### src/befc_defines.svh
// Offsets, word indices, reset values and timing constants of the burst and echo filter bank.
// Assumes it is included by bare name from each design file that needs these names.
`ifndef BEFC_DEFINES_SVH
`define BEFC_DEFINES_SVH

// Register offsets in the special-function register space.
`define BEFC_OFF_BP_B1_HI   8'h92
`define BEFC_OFF_BP_B1_LO   8'h93
`define BEFC_OFF_BP_A2_HI   8'h94
`define BEFC_OFF_BP_A2_LO   8'h95
`define BEFC_OFF_BP_A3_HI   8'h96
`define BEFC_OFF_BP_A3_LO   8'h97
`define BEFC_OFF_LP_B1_HI   8'hA1
`define BEFC_OFF_LP_B1_LO   8'hA2
`define BEFC_OFF_LP_A2_HI   8'hA3
`define BEFC_OFF_LP_A2_LO   8'hA4
`define BEFC_OFF_DECIM      8'hA5
`define BEFC_OFF_A_HIGH_HI  8'hA6
`define BEFC_OFF_A_HIGH_LO  8'hA7
`define BEFC_OFF_A_LOW_HI   8'hA9
`define BEFC_OFF_A_LOW_LO   8'hAA
`define BEFC_OFF_B_HIGH_HI  8'hAB
`define BEFC_OFF_B_HIGH_LO  8'hAC
`define BEFC_OFF_B_LOW_HI   8'hAD
`define BEFC_OFF_B_LOW_LO   8'hAE

// Storage layout: word n sits in bytes 2n (upper) and 2n+1 (lower).
`define BEFC_NREG           19
`define BEFC_W_BP_B1        0
`define BEFC_W_BP_A2        1
`define BEFC_W_BP_A3        2
`define BEFC_W_LP_B1        3
`define BEFC_W_LP_A2        4
`define BEFC_W_A_HIGH       5
`define BEFC_W_A_LOW        6
`define BEFC_W_B_HIGH       7
`define BEFC_W_B_LOW        8
`define BEFC_IX_DECIM       18

// Reset value of every register byte.
`define BEFC_RST_BYTE       8'h00

// Burst step of 62.5 ns against the 8 ns core clock, both in picoseconds.
`define BEFC_STEP_PS        17'd62500
`define BEFC_CLK_PERIOD_PS  17'd8000

`endif

### src/befc_pkg.sv
// Types shared by the burst and echo filter bank.
// Assumes nothing of its surroundings; constants live in befc_defines.svh.
package befc_pkg;

  // Phase of one burst output channel.
  typedef enum logic [1:0] {
    BEFC_IDLE = 2'b00,
    BEFC_HIGH = 2'b01,
    BEFC_LOW  = 2'b10
  } befc_state_t;

endpackage

### src/befc_iir.sv
// One IIR stage with up to two feedback taps, used for the bandpass and low-pass filters.
// Assumes samples arrive as single-cycle strobes with coefficients held stable between them.
`timescale 1ns/1ns
module befc_iir #(
  parameter int W      = 16,
  parameter int CW     = 16,
  parameter int FRAC   = 14,
  parameter bit SECOND = 1'b1
) (
  input  wire logic                 core_clk,
  input  wire logic                 arst_n,
  input  wire logic                 in_valid,
  input  wire logic signed [W-1:0]  in_data,
  input  wire logic signed [CW-1:0] b1,
  input  wire logic signed [CW-1:0] a2,
  input  wire logic signed [CW-1:0] a3,
  output logic                      out_valid,
  output logic signed [W-1:0]       out_data
);
  localparam int AW = CW + W + 3;

  logic signed [W-1:0]  x1_reg;
  logic signed [W-1:0]  x2_reg;
  logic signed [W-1:0]  y1_reg;
  logic signed [W-1:0]  y2_reg;
  logic signed [W:0]    sum;
  logic signed [AW-1:0] acc;
  logic signed [AW-1:0] shifted;
  logic signed [W-1:0]  y_next;

  // Second order forms b1*(x - x2) for a bandpass; first order forms b1*(x + x1) for a low-pass.
  // The result is truncated, not saturated, so coefficients must keep the loop gain in range.
  always_comb begin
    if (SECOND) begin
      sum = $signed({in_data[W-1], in_data}) - $signed({x2_reg[W-1], x2_reg});
    end else begin
      sum = $signed({in_data[W-1], in_data}) + $signed({x1_reg[W-1], x1_reg});
    end
    acc     = AW'(b1) * AW'(sum) - AW'(a2) * AW'(y1_reg) - AW'(a3) * AW'(y2_reg);
    shifted = acc >>> FRAC;
    y_next  = shifted[W-1:0];
  end

  // Delay line and output advance only on an input strobe.
  always_ff @(posedge core_clk or negedge arst_n) begin
    if (!arst_n) begin
      x1_reg    <= '0;
      x2_reg    <= '0;
      y1_reg    <= '0;
      y2_reg    <= '0;
      out_valid <= 1'b0;
      out_data  <= '0;
    end else begin
      out_valid <= in_valid;
      if (in_valid) begin
        x2_reg   <= x1_reg;
        x1_reg   <= in_data;
        y2_reg   <= y1_reg;
        y1_reg   <= y_next;
        out_data <= y_next;
      end
    end
  end
endmodule

### src/befc_top.sv
// Burst and echo filter configuration bank with its burst generator and echo filter chain.
// Assumes a processor SFR port with one-cycle write and read strobes, and a burst start pulse.
// Operation
// - Output A stays high for its high-duration count in 62.5 ns steps in each burst period.
// - Output A stays low for its low-duration count in 62.5 ns steps in each burst period.
// - Output B stays high for its high-duration count in 62.5 ns steps in each burst period.
// - Output B stays low for its low-duration count in 62.5 ns steps in each burst period.
// - The bandpass is a second-order IIR whose B1 word sets a bandwidth of 4 kHz to 7 kHz.
// - The bandpass A2 word places the centre frequency between 40 kHz and 70 kHz.
// - The bandpass A3 word works with B1 to set the bandwidth.
// - The low-pass is a first-order IIR using its B1 and A2 words, cut-off 0.5 to 4 kHz.
// - The dead time is cut from the end of each high duration in 62.5 ns steps.
// - Each burst issues the programmed number of pulses, 0 to 63, on output A.
`timescale 1ns/1ns
`include "befc_defines.svh"
module befc_top #(
  parameter int FRAC = 14
) (
  input  wire logic        core_clk,
  input  wire logic        arst_n,
  input  wire logic [7:0]  sfr_addr,
  input  wire logic        sfr_wr,
  input  wire logic        sfr_rd,
  input  wire logic [7:0]  sfr_wdata,
  output logic [7:0]       sfr_rdata,
  output logic             sfr_hit,
  input  wire logic        burst_start,
  input  wire logic [5:0]  first_pulse_total,
  input  wire logic [7:0]  deadtime,
  output logic             burst_busy,
  output logic             burst_output_first,
  output logic             burst_output_second,
  input  wire logic        sample_valid,
  input  wire logic [15:0] sample_data,
  input  wire logic        lowpass_enable,
  output logic             env_valid,
  output logic [15:0]      env_data
);
  localparam logic [7:0] OFFS [`BEFC_NREG] = '{
    `BEFC_OFF_BP_B1_HI, `BEFC_OFF_BP_B1_LO, `BEFC_OFF_BP_A2_HI, `BEFC_OFF_BP_A2_LO,
    `BEFC_OFF_BP_A3_HI, `BEFC_OFF_BP_A3_LO, `BEFC_OFF_LP_B1_HI, `BEFC_OFF_LP_B1_LO,
    `BEFC_OFF_LP_A2_HI, `BEFC_OFF_LP_A2_LO, `BEFC_OFF_A_HIGH_HI, `BEFC_OFF_A_HIGH_LO,
    `BEFC_OFF_A_LOW_HI, `BEFC_OFF_A_LOW_LO, `BEFC_OFF_B_HIGH_HI, `BEFC_OFF_B_HIGH_LO,
    `BEFC_OFF_B_LOW_HI, `BEFC_OFF_B_LOW_LO, `BEFC_OFF_DECIM
  };

  logic [7:0]  bank_reg [`BEFC_NREG];
  logic [4:0]  sel_ix;
  logic [7:0]  rdata_reg;
  logic [16:0] phase_reg;
  logic [16:0] phase_sum;
  logic        tick_reg;
  logic [15:0] on_w  [2];
  logic [15:0] off_w [2];
  logic [1:0]  drive_vec;
  logic [1:0]  busy_vec;
  logic [5:0]  total_reg;
  logic        start_pend_reg;
  logic [15:0] bandpass_feedforward_coeff;
  logic [15:0] bandpass_centre_coeff;
  logic [15:0] bandpass_width_coeff;
  logic [15:0] lowpass_feedforward_coeff;
  logic [15:0] lowpass_feedback_coeff;
  logic [7:0]  decim_ratio;
  logic        bpf_valid;
  logic [15:0] bpf_data;
  logic [15:0] bpf_mag;
  logic [7:0]  dec_cnt_reg;
  logic        dec_valid_reg;
  logic [15:0] dec_data_reg;
  logic        lpf_valid;
  logic [15:0] lpf_data;
  logic        env_valid_reg;
  logic [15:0] env_data_reg;
  // Sixteen-bit word built from its upper and lower byte registers.
  function automatic logic [15:0] word16(input int ix);
    return {bank_reg[2*ix], bank_reg[2*ix+1]};
  endfunction

  // Address decode against the fixed offset table; misses clear the hit flag and leave the index at zero.
  always_comb begin
    sfr_hit = 1'b0;
    sel_ix  = 5'h00;
    for (int i = 0; i < `BEFC_NREG; i++) begin
      if (sfr_addr == OFFS[i]) begin
        sfr_hit = 1'b1;
        sel_ix  = 5'(i);
      end
    end
  end

  // Byte-wide writes only; there is no bit-addressed path into this bank.
  always_ff @(posedge core_clk or negedge arst_n) begin
    if (!arst_n) begin
      for (int i = 0; i < `BEFC_NREG; i++) begin
        bank_reg[i] <= `BEFC_RST_BYTE;
      end
    end else if (sfr_wr && sfr_hit) begin
      bank_reg[sel_ix] <= sfr_wdata;
    end
  end

  // Read data is registered on the read strobe; an unmapped address reads as zero.
  always_ff @(posedge core_clk or negedge arst_n) begin
    if (!arst_n) begin
      rdata_reg <= 8'h00;
    end else if (sfr_rd) begin
      rdata_reg <= sfr_hit ? bank_reg[sel_ix] : 8'h00;
    end
  end
  assign sfr_rdata = rdata_reg;

  // Word assembly for the filter coefficients and burst durations.
  assign bandpass_feedforward_coeff = word16(`BEFC_W_BP_B1);
  assign bandpass_centre_coeff      = word16(`BEFC_W_BP_A2);
  assign bandpass_width_coeff       = word16(`BEFC_W_BP_A3);
  assign lowpass_feedforward_coeff  = word16(`BEFC_W_LP_B1);
  assign lowpass_feedback_coeff     = word16(`BEFC_W_LP_A2);
  assign decim_ratio                = bank_reg[`BEFC_IX_DECIM];
  assign on_w[0]  = word16(`BEFC_W_A_HIGH);
  assign off_w[0] = word16(`BEFC_W_A_LOW);
  assign on_w[1]  = word16(`BEFC_W_B_HIGH);
  assign off_w[1] = word16(`BEFC_W_B_LOW);

  // 62.5 ns is not a whole number of 8 ns cycles, so a phase accumulator spaces the
  // step enable 7 or 8 cycles apart; the average step is exact, single steps jitter by 8 ns.
  assign phase_sum = phase_reg + `BEFC_CLK_PERIOD_PS;
  always_ff @(posedge core_clk or negedge arst_n) begin
    if (!arst_n) begin
      phase_reg <= 17'h00000;
      tick_reg  <= 1'b0;
    end else if (phase_sum >= `BEFC_STEP_PS) begin
      phase_reg <= phase_sum - `BEFC_STEP_PS;
      tick_reg  <= 1'b1;
    end else begin
      phase_reg <= phase_sum;
      tick_reg  <= 1'b0;
    end
  end

  // The pulse total is captured at start; the burst then waits for the next step enable
  // so that its first high phase is a whole number of steps, not a cut first step.
  always_ff @(posedge core_clk or negedge arst_n) begin
    if (!arst_n) begin
      total_reg      <= 6'h00;
      start_pend_reg <= 1'b0;
    end else if (burst_start && !burst_busy) begin
      total_reg      <= first_pulse_total;
      start_pend_reg <= (first_pulse_total != 6'h00);
    end else if (tick_reg) begin
      start_pend_reg <= 1'b0;
    end
  end

  // One channel per burst output; both run the same pulse total, each with its own timing.
  for (genvar ch = 0; ch < 2; ch++) begin : g_ch
    befc_pkg::befc_state_t state_reg;
    logic [15:0] cnt_reg;
    logic [5:0]  pulses_reg;
    logic        drive_reg;
    logic [15:0] on_eff;
    logic        high_done;
    logic        low_done;

    // The dead time is taken off the end of the high phase, never below zero.
    assign on_eff    = (on_w[ch] > {8'h00, deadtime}) ? on_w[ch] - {8'h00, deadtime}
                                                      : 16'h0000;
    assign high_done = ({1'b0, cnt_reg} + 17'h00001) >= {1'b0, on_w[ch]};
    assign low_done  = ({1'b0, cnt_reg} + 17'h00001) >= {1'b0, off_w[ch]};

    // Phase sequencing: high for the high count, low for the low count, per pulse.
    always_ff @(posedge core_clk or negedge arst_n) begin
      if (!arst_n) begin
        state_reg  <= befc_pkg::BEFC_IDLE;
        cnt_reg    <= 16'h0000;
        pulses_reg <= 6'h00;
      end else begin
        unique case (state_reg)
          befc_pkg::BEFC_IDLE: begin
            cnt_reg    <= 16'h0000;
            pulses_reg <= 6'h00;
            if (start_pend_reg && tick_reg) begin
              state_reg <= befc_pkg::BEFC_HIGH;
            end
          end
          befc_pkg::BEFC_HIGH: begin
            if (tick_reg) begin
              if (high_done) begin
                state_reg <= befc_pkg::BEFC_LOW;
                cnt_reg   <= 16'h0000;
              end else begin
                cnt_reg <= cnt_reg + 16'h0001;
              end
            end
          end
          befc_pkg::BEFC_LOW: begin
            if (tick_reg) begin
              if (low_done) begin
                cnt_reg    <= 16'h0000;
                pulses_reg <= pulses_reg + 6'h01;
                if (pulses_reg + 6'h01 >= total_reg) begin
                  state_reg <= befc_pkg::BEFC_IDLE;
                end else begin
                  state_reg <= befc_pkg::BEFC_HIGH;
                end
              end else begin
                cnt_reg <= cnt_reg + 16'h0001;
              end
            end
          end
          default: begin
            state_reg <= befc_pkg::BEFC_IDLE;
          end
        endcase
      end
    end

    // The pin follows the phase one cycle later, low during the trailing dead time.
    always_ff @(posedge core_clk or negedge arst_n) begin
      if (!arst_n) begin
        drive_reg <= 1'b0;
      end else begin
        drive_reg <= (state_reg == befc_pkg::BEFC_HIGH) && (cnt_reg < on_eff);
      end
    end

    assign drive_vec[ch] = drive_reg;
    assign busy_vec[ch]  = (state_reg != befc_pkg::BEFC_IDLE);
  end

  assign burst_output_first  = drive_vec[0];
  assign burst_output_second = drive_vec[1];
  assign burst_busy          = (|busy_vec) | start_pend_reg;

  // Bandpass: b1*(x - x2) - a2*y1 - a3*y2, centre set by A2, width by B1 with A3.
  befc_iir #(
    .W      (16),
    .CW     (16),
    .FRAC   (FRAC),
    .SECOND (1'b1)
  ) u_bandpass (
    .core_clk  (core_clk),
    .arst_n    (arst_n),
    .in_valid  (sample_valid),
    .in_data   (sample_data),
    .b1        (bandpass_feedforward_coeff),
    .a2        (bandpass_centre_coeff),
    .a3        (bandpass_width_coeff),
    .out_valid (bpf_valid),
    .out_data  (bpf_data)
  );

  // Rectify the bandpass output; the most negative value maps to itself.
  assign bpf_mag = bpf_data[15] ? 16'h0000 - bpf_data : bpf_data;

  // Keep one of every ratio samples; a ratio of zero behaves as one.
  always_ff @(posedge core_clk or negedge arst_n) begin
    if (!arst_n) begin
      dec_cnt_reg   <= 8'h00;
      dec_valid_reg <= 1'b0;
      dec_data_reg  <= 16'h0000;
    end else begin
      dec_valid_reg <= 1'b0;
      if (bpf_valid) begin
        if (dec_cnt_reg + 8'h01 >= decim_ratio) begin
          dec_cnt_reg   <= 8'h00;
          dec_valid_reg <= 1'b1;
          dec_data_reg  <= bpf_mag;
        end else begin
          dec_cnt_reg <= dec_cnt_reg + 8'h01;
        end
      end
    end
  end

  // Low-pass: b1*(x + x1) - a2*y1 on the decimated envelope.
  befc_iir #(
    .W      (16),
    .CW     (16),
    .FRAC   (FRAC),
    .SECOND (1'b0)
  ) u_lowpass (
    .core_clk  (core_clk),
    .arst_n    (arst_n),
    .in_valid  (dec_valid_reg),
    .in_data   (dec_data_reg),
    .b1        (lowpass_feedforward_coeff),
    .a2        (lowpass_feedback_coeff),
    .a3        (16'h0000),
    .out_valid (lpf_valid),
    .out_data  (lpf_data)
  );

  // Envelope output either after the low-pass or straight from the decimator.
  always_ff @(posedge core_clk or negedge arst_n) begin
    if (!arst_n) begin
      env_valid_reg <= 1'b0;
      env_data_reg  <= 16'h0000;
    end else if (lowpass_enable) begin
      env_valid_reg <= lpf_valid;
      env_data_reg  <= lpf_valid ? lpf_data : env_data_reg;
    end else begin
      env_valid_reg <= dec_valid_reg;
      env_data_reg  <= dec_valid_reg ? dec_data_reg : env_data_reg;
    end
  end
  assign env_valid = env_valid_reg;
  assign env_data  = env_data_reg;
endmodule

### config.mk
export PLATFORM = sky130hd
export DESIGN_NAME = befc_top
export DESIGN_NICKNAME = d
export VERILOG_FILES = /design/src/befc_pkg.sv /design/src/befc_iir.sv /design/src/befc_top.sv
export VERILOG_INCLUDE_DIRS = /design/src
export SDC_FILE = /design/constraint.sdc
export NUM_CORES = 2
export LEC_CHECK = 0
export ABC_AREA = 1
export BUFFER_PORTS_ARGS = -buffer_cell sky130_fd_sc_hd__buf_2
export CORE_MARGIN = 3
export CORE_UTILIZATION = 40
export DETAILED_ROUTE_END_ITERATION = 8
export SETUP_SLACK_MARGIN = 0.3
export SLEW_MARGIN = 20
export SYNTH_ARGS = -nofsm -noshare
export SYNTH_HDL_FRONTEND = slang
export SYNTH_HIERARCHICAL = 1
export SYNTH_SLANG_ARGS = --single-unit
### constraint.sdc
create_clock -name core_clk -period 17.5 [get_ports core_clk]
set_clock_uncertainty 0.2 [all_clocks]
set_input_delay 3.5 -clock core_clk [delete_from_list [all_inputs] [get_ports core_clk]]
set_output_delay 3.5 -clock core_clk [all_outputs]
set_load 0.005 [all_outputs]
==> impl_results.md <==
- Initial Util: between 40% and 50%
- Hold Crit Class: reg2reg
- Mux cell area share after synthesis: less than 1%
- IO Pins: just over 80
- Yosys reg bits: approximately 400
- Design area: 87,400 um^2
- CTS tree: built
- Post-DP HPWL: 208 mm
- Largest family of logic cells by synthesized area: adder cells
- Area contributors post-synth: fa_1, inv_1, dfrtp_1, nand2_1, ha_1
- Fmax: 81.3 MHz
- Crit path top cell by count: fa_1
- Outcome: finished clean
- Yosys warns: 6
- Vias: ~63k
- Max reg flops: 96
- Setup TNS Final: 0 ns
- Hold Path Stages: 2
- Register area share after synthesis: 11.8%
- Most common cell in the netlist: inv_1
- Vias per cell: ~4.9
- H-tree depth: 2
- Detailed router's first-iteration violation count: about 4.5k
- Total global-route track usage: 23.8%
- Slew HR: between 20% and 30%
- Area share of the largest cell type after synthesis: 41.5%
- Yosys cell types: just over 60
- Commonest cells post-synth: inv_1, nand2_1, fa_1
- Grt total ovfl: 0
- Vias in the first global route: around 68k
- Clock Tree Buf Depth: 3
- Final Hold Fails: 0
- P&R area growth vs syn: 6.12%
- Hold Slack: between 0.2 and 0.3 ns
- Total core area: between 200,000 and 250,000 um^2
- Number of nets still failing antenna checks after routing: 0
- Count of input and output buffers: 81
- Main synth FF type: dfrtp_1
- Period utilization: about 70%
- # setup viols final: 0
- Die height: between 400 and 500 um
- Post-CTS Setup Repair Bufs: 0
- Worst EP arrival: ~13 ns
- Post-Synth XOR/XNOR Area: 1.45%
- Global-route wire length before repair: approximately 390 mm
- Worst r2r path cells: 38
- Data required, critical path: roughly 18 ns
- Clock sinks: between 300 and 400
- CP Capture Type: register
- Crit Path Class: in2reg
- Post-Route WL: roughly 250 mm
- DR WL/cell: roughly 19 um
- RSZ-0062 raised after global routing: no
- Post-synth top area cell: fa_1
- Startpoint types: primary input
- Maxcap violations: 0
- Simple-Gate Fraction of Synth Area: between 10% and 20%
- Mapped Area: approximately 82,000 um^2
- Die area: 211,000 um^2
- Filler cells: around 20k
- Reg clk slew, reported paths: 0.06 ns
- FP Rows: ~170
- Dpl cell area: 85,400 um^2
- Async S/R FF share, synth: 100%
- Post-Synthesis Cells: slightly above 10k
- Largest net degree at the start of global routing: between 100 and 150
- Post-synthesis adder-cell area fraction: around half
- Worst-path maximum fanout: 9
- Placer Congestion: between 0.9 and 1
- Crit-path slowest cell: fa_1
- Tmin final: between 10 and 15 ns
- Layout cells sized above 1: just over 4%
- Initial antenna violation count: 10
- Hold-fix buffers, CTS: 0
- PostCTS Resize Cnt: 0
- Root buf cell: clkbuf_16
- Final nets: 12.4k
- Drc violations: 0
- Synth Area in Compound Gates: between 4 and 5%
- TritonCTS buffer count: 52
- Number of synthesized flops with an enable pin: 0
- Final core utilization: between 40% and 50%
- Die Wd: 460 um
- Clk_lat worst skew: about 0.69 ns
- Tightest Pin Transition: between 1 and 1.5 ns
- First-pass iteration count of the detailed router: 6
- Avg Cell Area, Syn: between 8 and 9 um^2
- Max Slew Vio Count: 0
- Delay of the slowest critical-path stage: around 0.87 ns
## through the flow
stage / setup WS (ns) / instances
6_report: 5.20 / 12800
4_1_cts: 5.20 / 12800
2_1_floorplan: 5.71 / 10300
3_3_place_gp: 4.56 / 12700
3_5_place_dp: 4.44 / 12700
5_1_grt: 4.63 / 12800
## layout make-up
class / count / area, um^2 / area share (%)
flip-flops and latches: 389 / 9740 / 11.1
clock buffers: 64 / 1430 / 1.63
well taps: 2672 / 3340 / 3.82
repair buffers: 188 / 1220 / 1.39
diodes: 3 / 7.51 / 0.00859
clock inverters: 34 / 536 / 0.613
multi-input cells: 6635 / 60500 / 69.2
inverters: 2837 / 10700 / 12.2
## final timing paths
kind                                                        start                                  end  slack, ns
worst min-delay path            u_bandpass/x1_reg[11]$_DFFE_PN0P_    u_bandpass/x1_reg[11]$_DFFE_PN0P_       0.27
max in group asynchronous                                  arst_n              dec_valid_reg$_DFF_PN0_      12.15
worst max register to register        dec_data_reg[0]$_DFFE_PN0P_      u_lowpass/y1_reg[8]$_DFFE_PN0P_       6.92
worst min register to register  u_bandpass/x1_reg[11]$_DFFE_PN0P_    u_bandpass/x1_reg[11]$_DFFE_PN0P_       0.27
worst max-delay path                               sample_data[0]  u_bandpass/out_data[13]$_DFFE_PN0P_       5.20
min in group asynchronous                                  arst_n       g_ch[1].cnt_reg[9]$_DFFE_PN0P_       2.57
## critical path, delay by kind of cell
| family | cells | cell delay, ns |
|---|---|---|
| compound gates | 1 | 0.08 |
| fa+ha+maj | 12 | 5.84 |
| buf+inv | 11 | 0.99 |
| simple gates | 13 | 2.18 |
## cells by family after synthesis
group                    after synthesis
adder cells (fa/ha/maj)             2268
buffers and inverters               3233
AO/OA/AOI/OAI                        654
other                                  1
XOR/XNOR                             134
flip-flops                           389
multiplexers                          15
AND/OR/NAND/NOR                     3537
## routing by layer
metal | GRT usage [%] | vias to the layer above | share of wire [%]
li1 | - | 29200 | -
met1 | 32.2 | 31900 | 44
met2 | 40.1 | 1720 | 48
met3 | 2.74 | 449 | 5.1
met4 | 7.40 | 8 | 3.3
met5 | 0 | - | 0.025
## layout by cell type (no fill, tap or decap), types with 18 or more instances in the layout
master | Yosys | routed
inv_1 | 2796 | 2796
nor3_1 | 51 | 51
a31oi_1 | 18 | 18
nand3b_1 | 19 | 19
clkbuf_16 | 0 | 52
nor2_1 | 517 | 516
a21oi_1 | 188 | 188
buf_2 | 37 | 80
o21ai_1 | 76 | 76
xor2_1 | 88 | 88
nand3_1 | 228 | 228
ha_1 | 560 | 560
xnor2_1 | 43 | 43
buf_4 | 5 | 107
or2_2 | 36 | 36
nand2_1 | 2530 | 2530
o21ai_0 | 290 | 290
conb_1 | 1 | 27
nand2_2 | 24 | 24
fa_1 | 1708 | 1708
dfrtp_1 | 389 | 388
inv_2 | 24 | 24
nand4_1 | 82 | 82
Power is left out: the tool's default activity adds up to more than one toggle a clock period on the data nets, which glitch-free logic cannot reach.
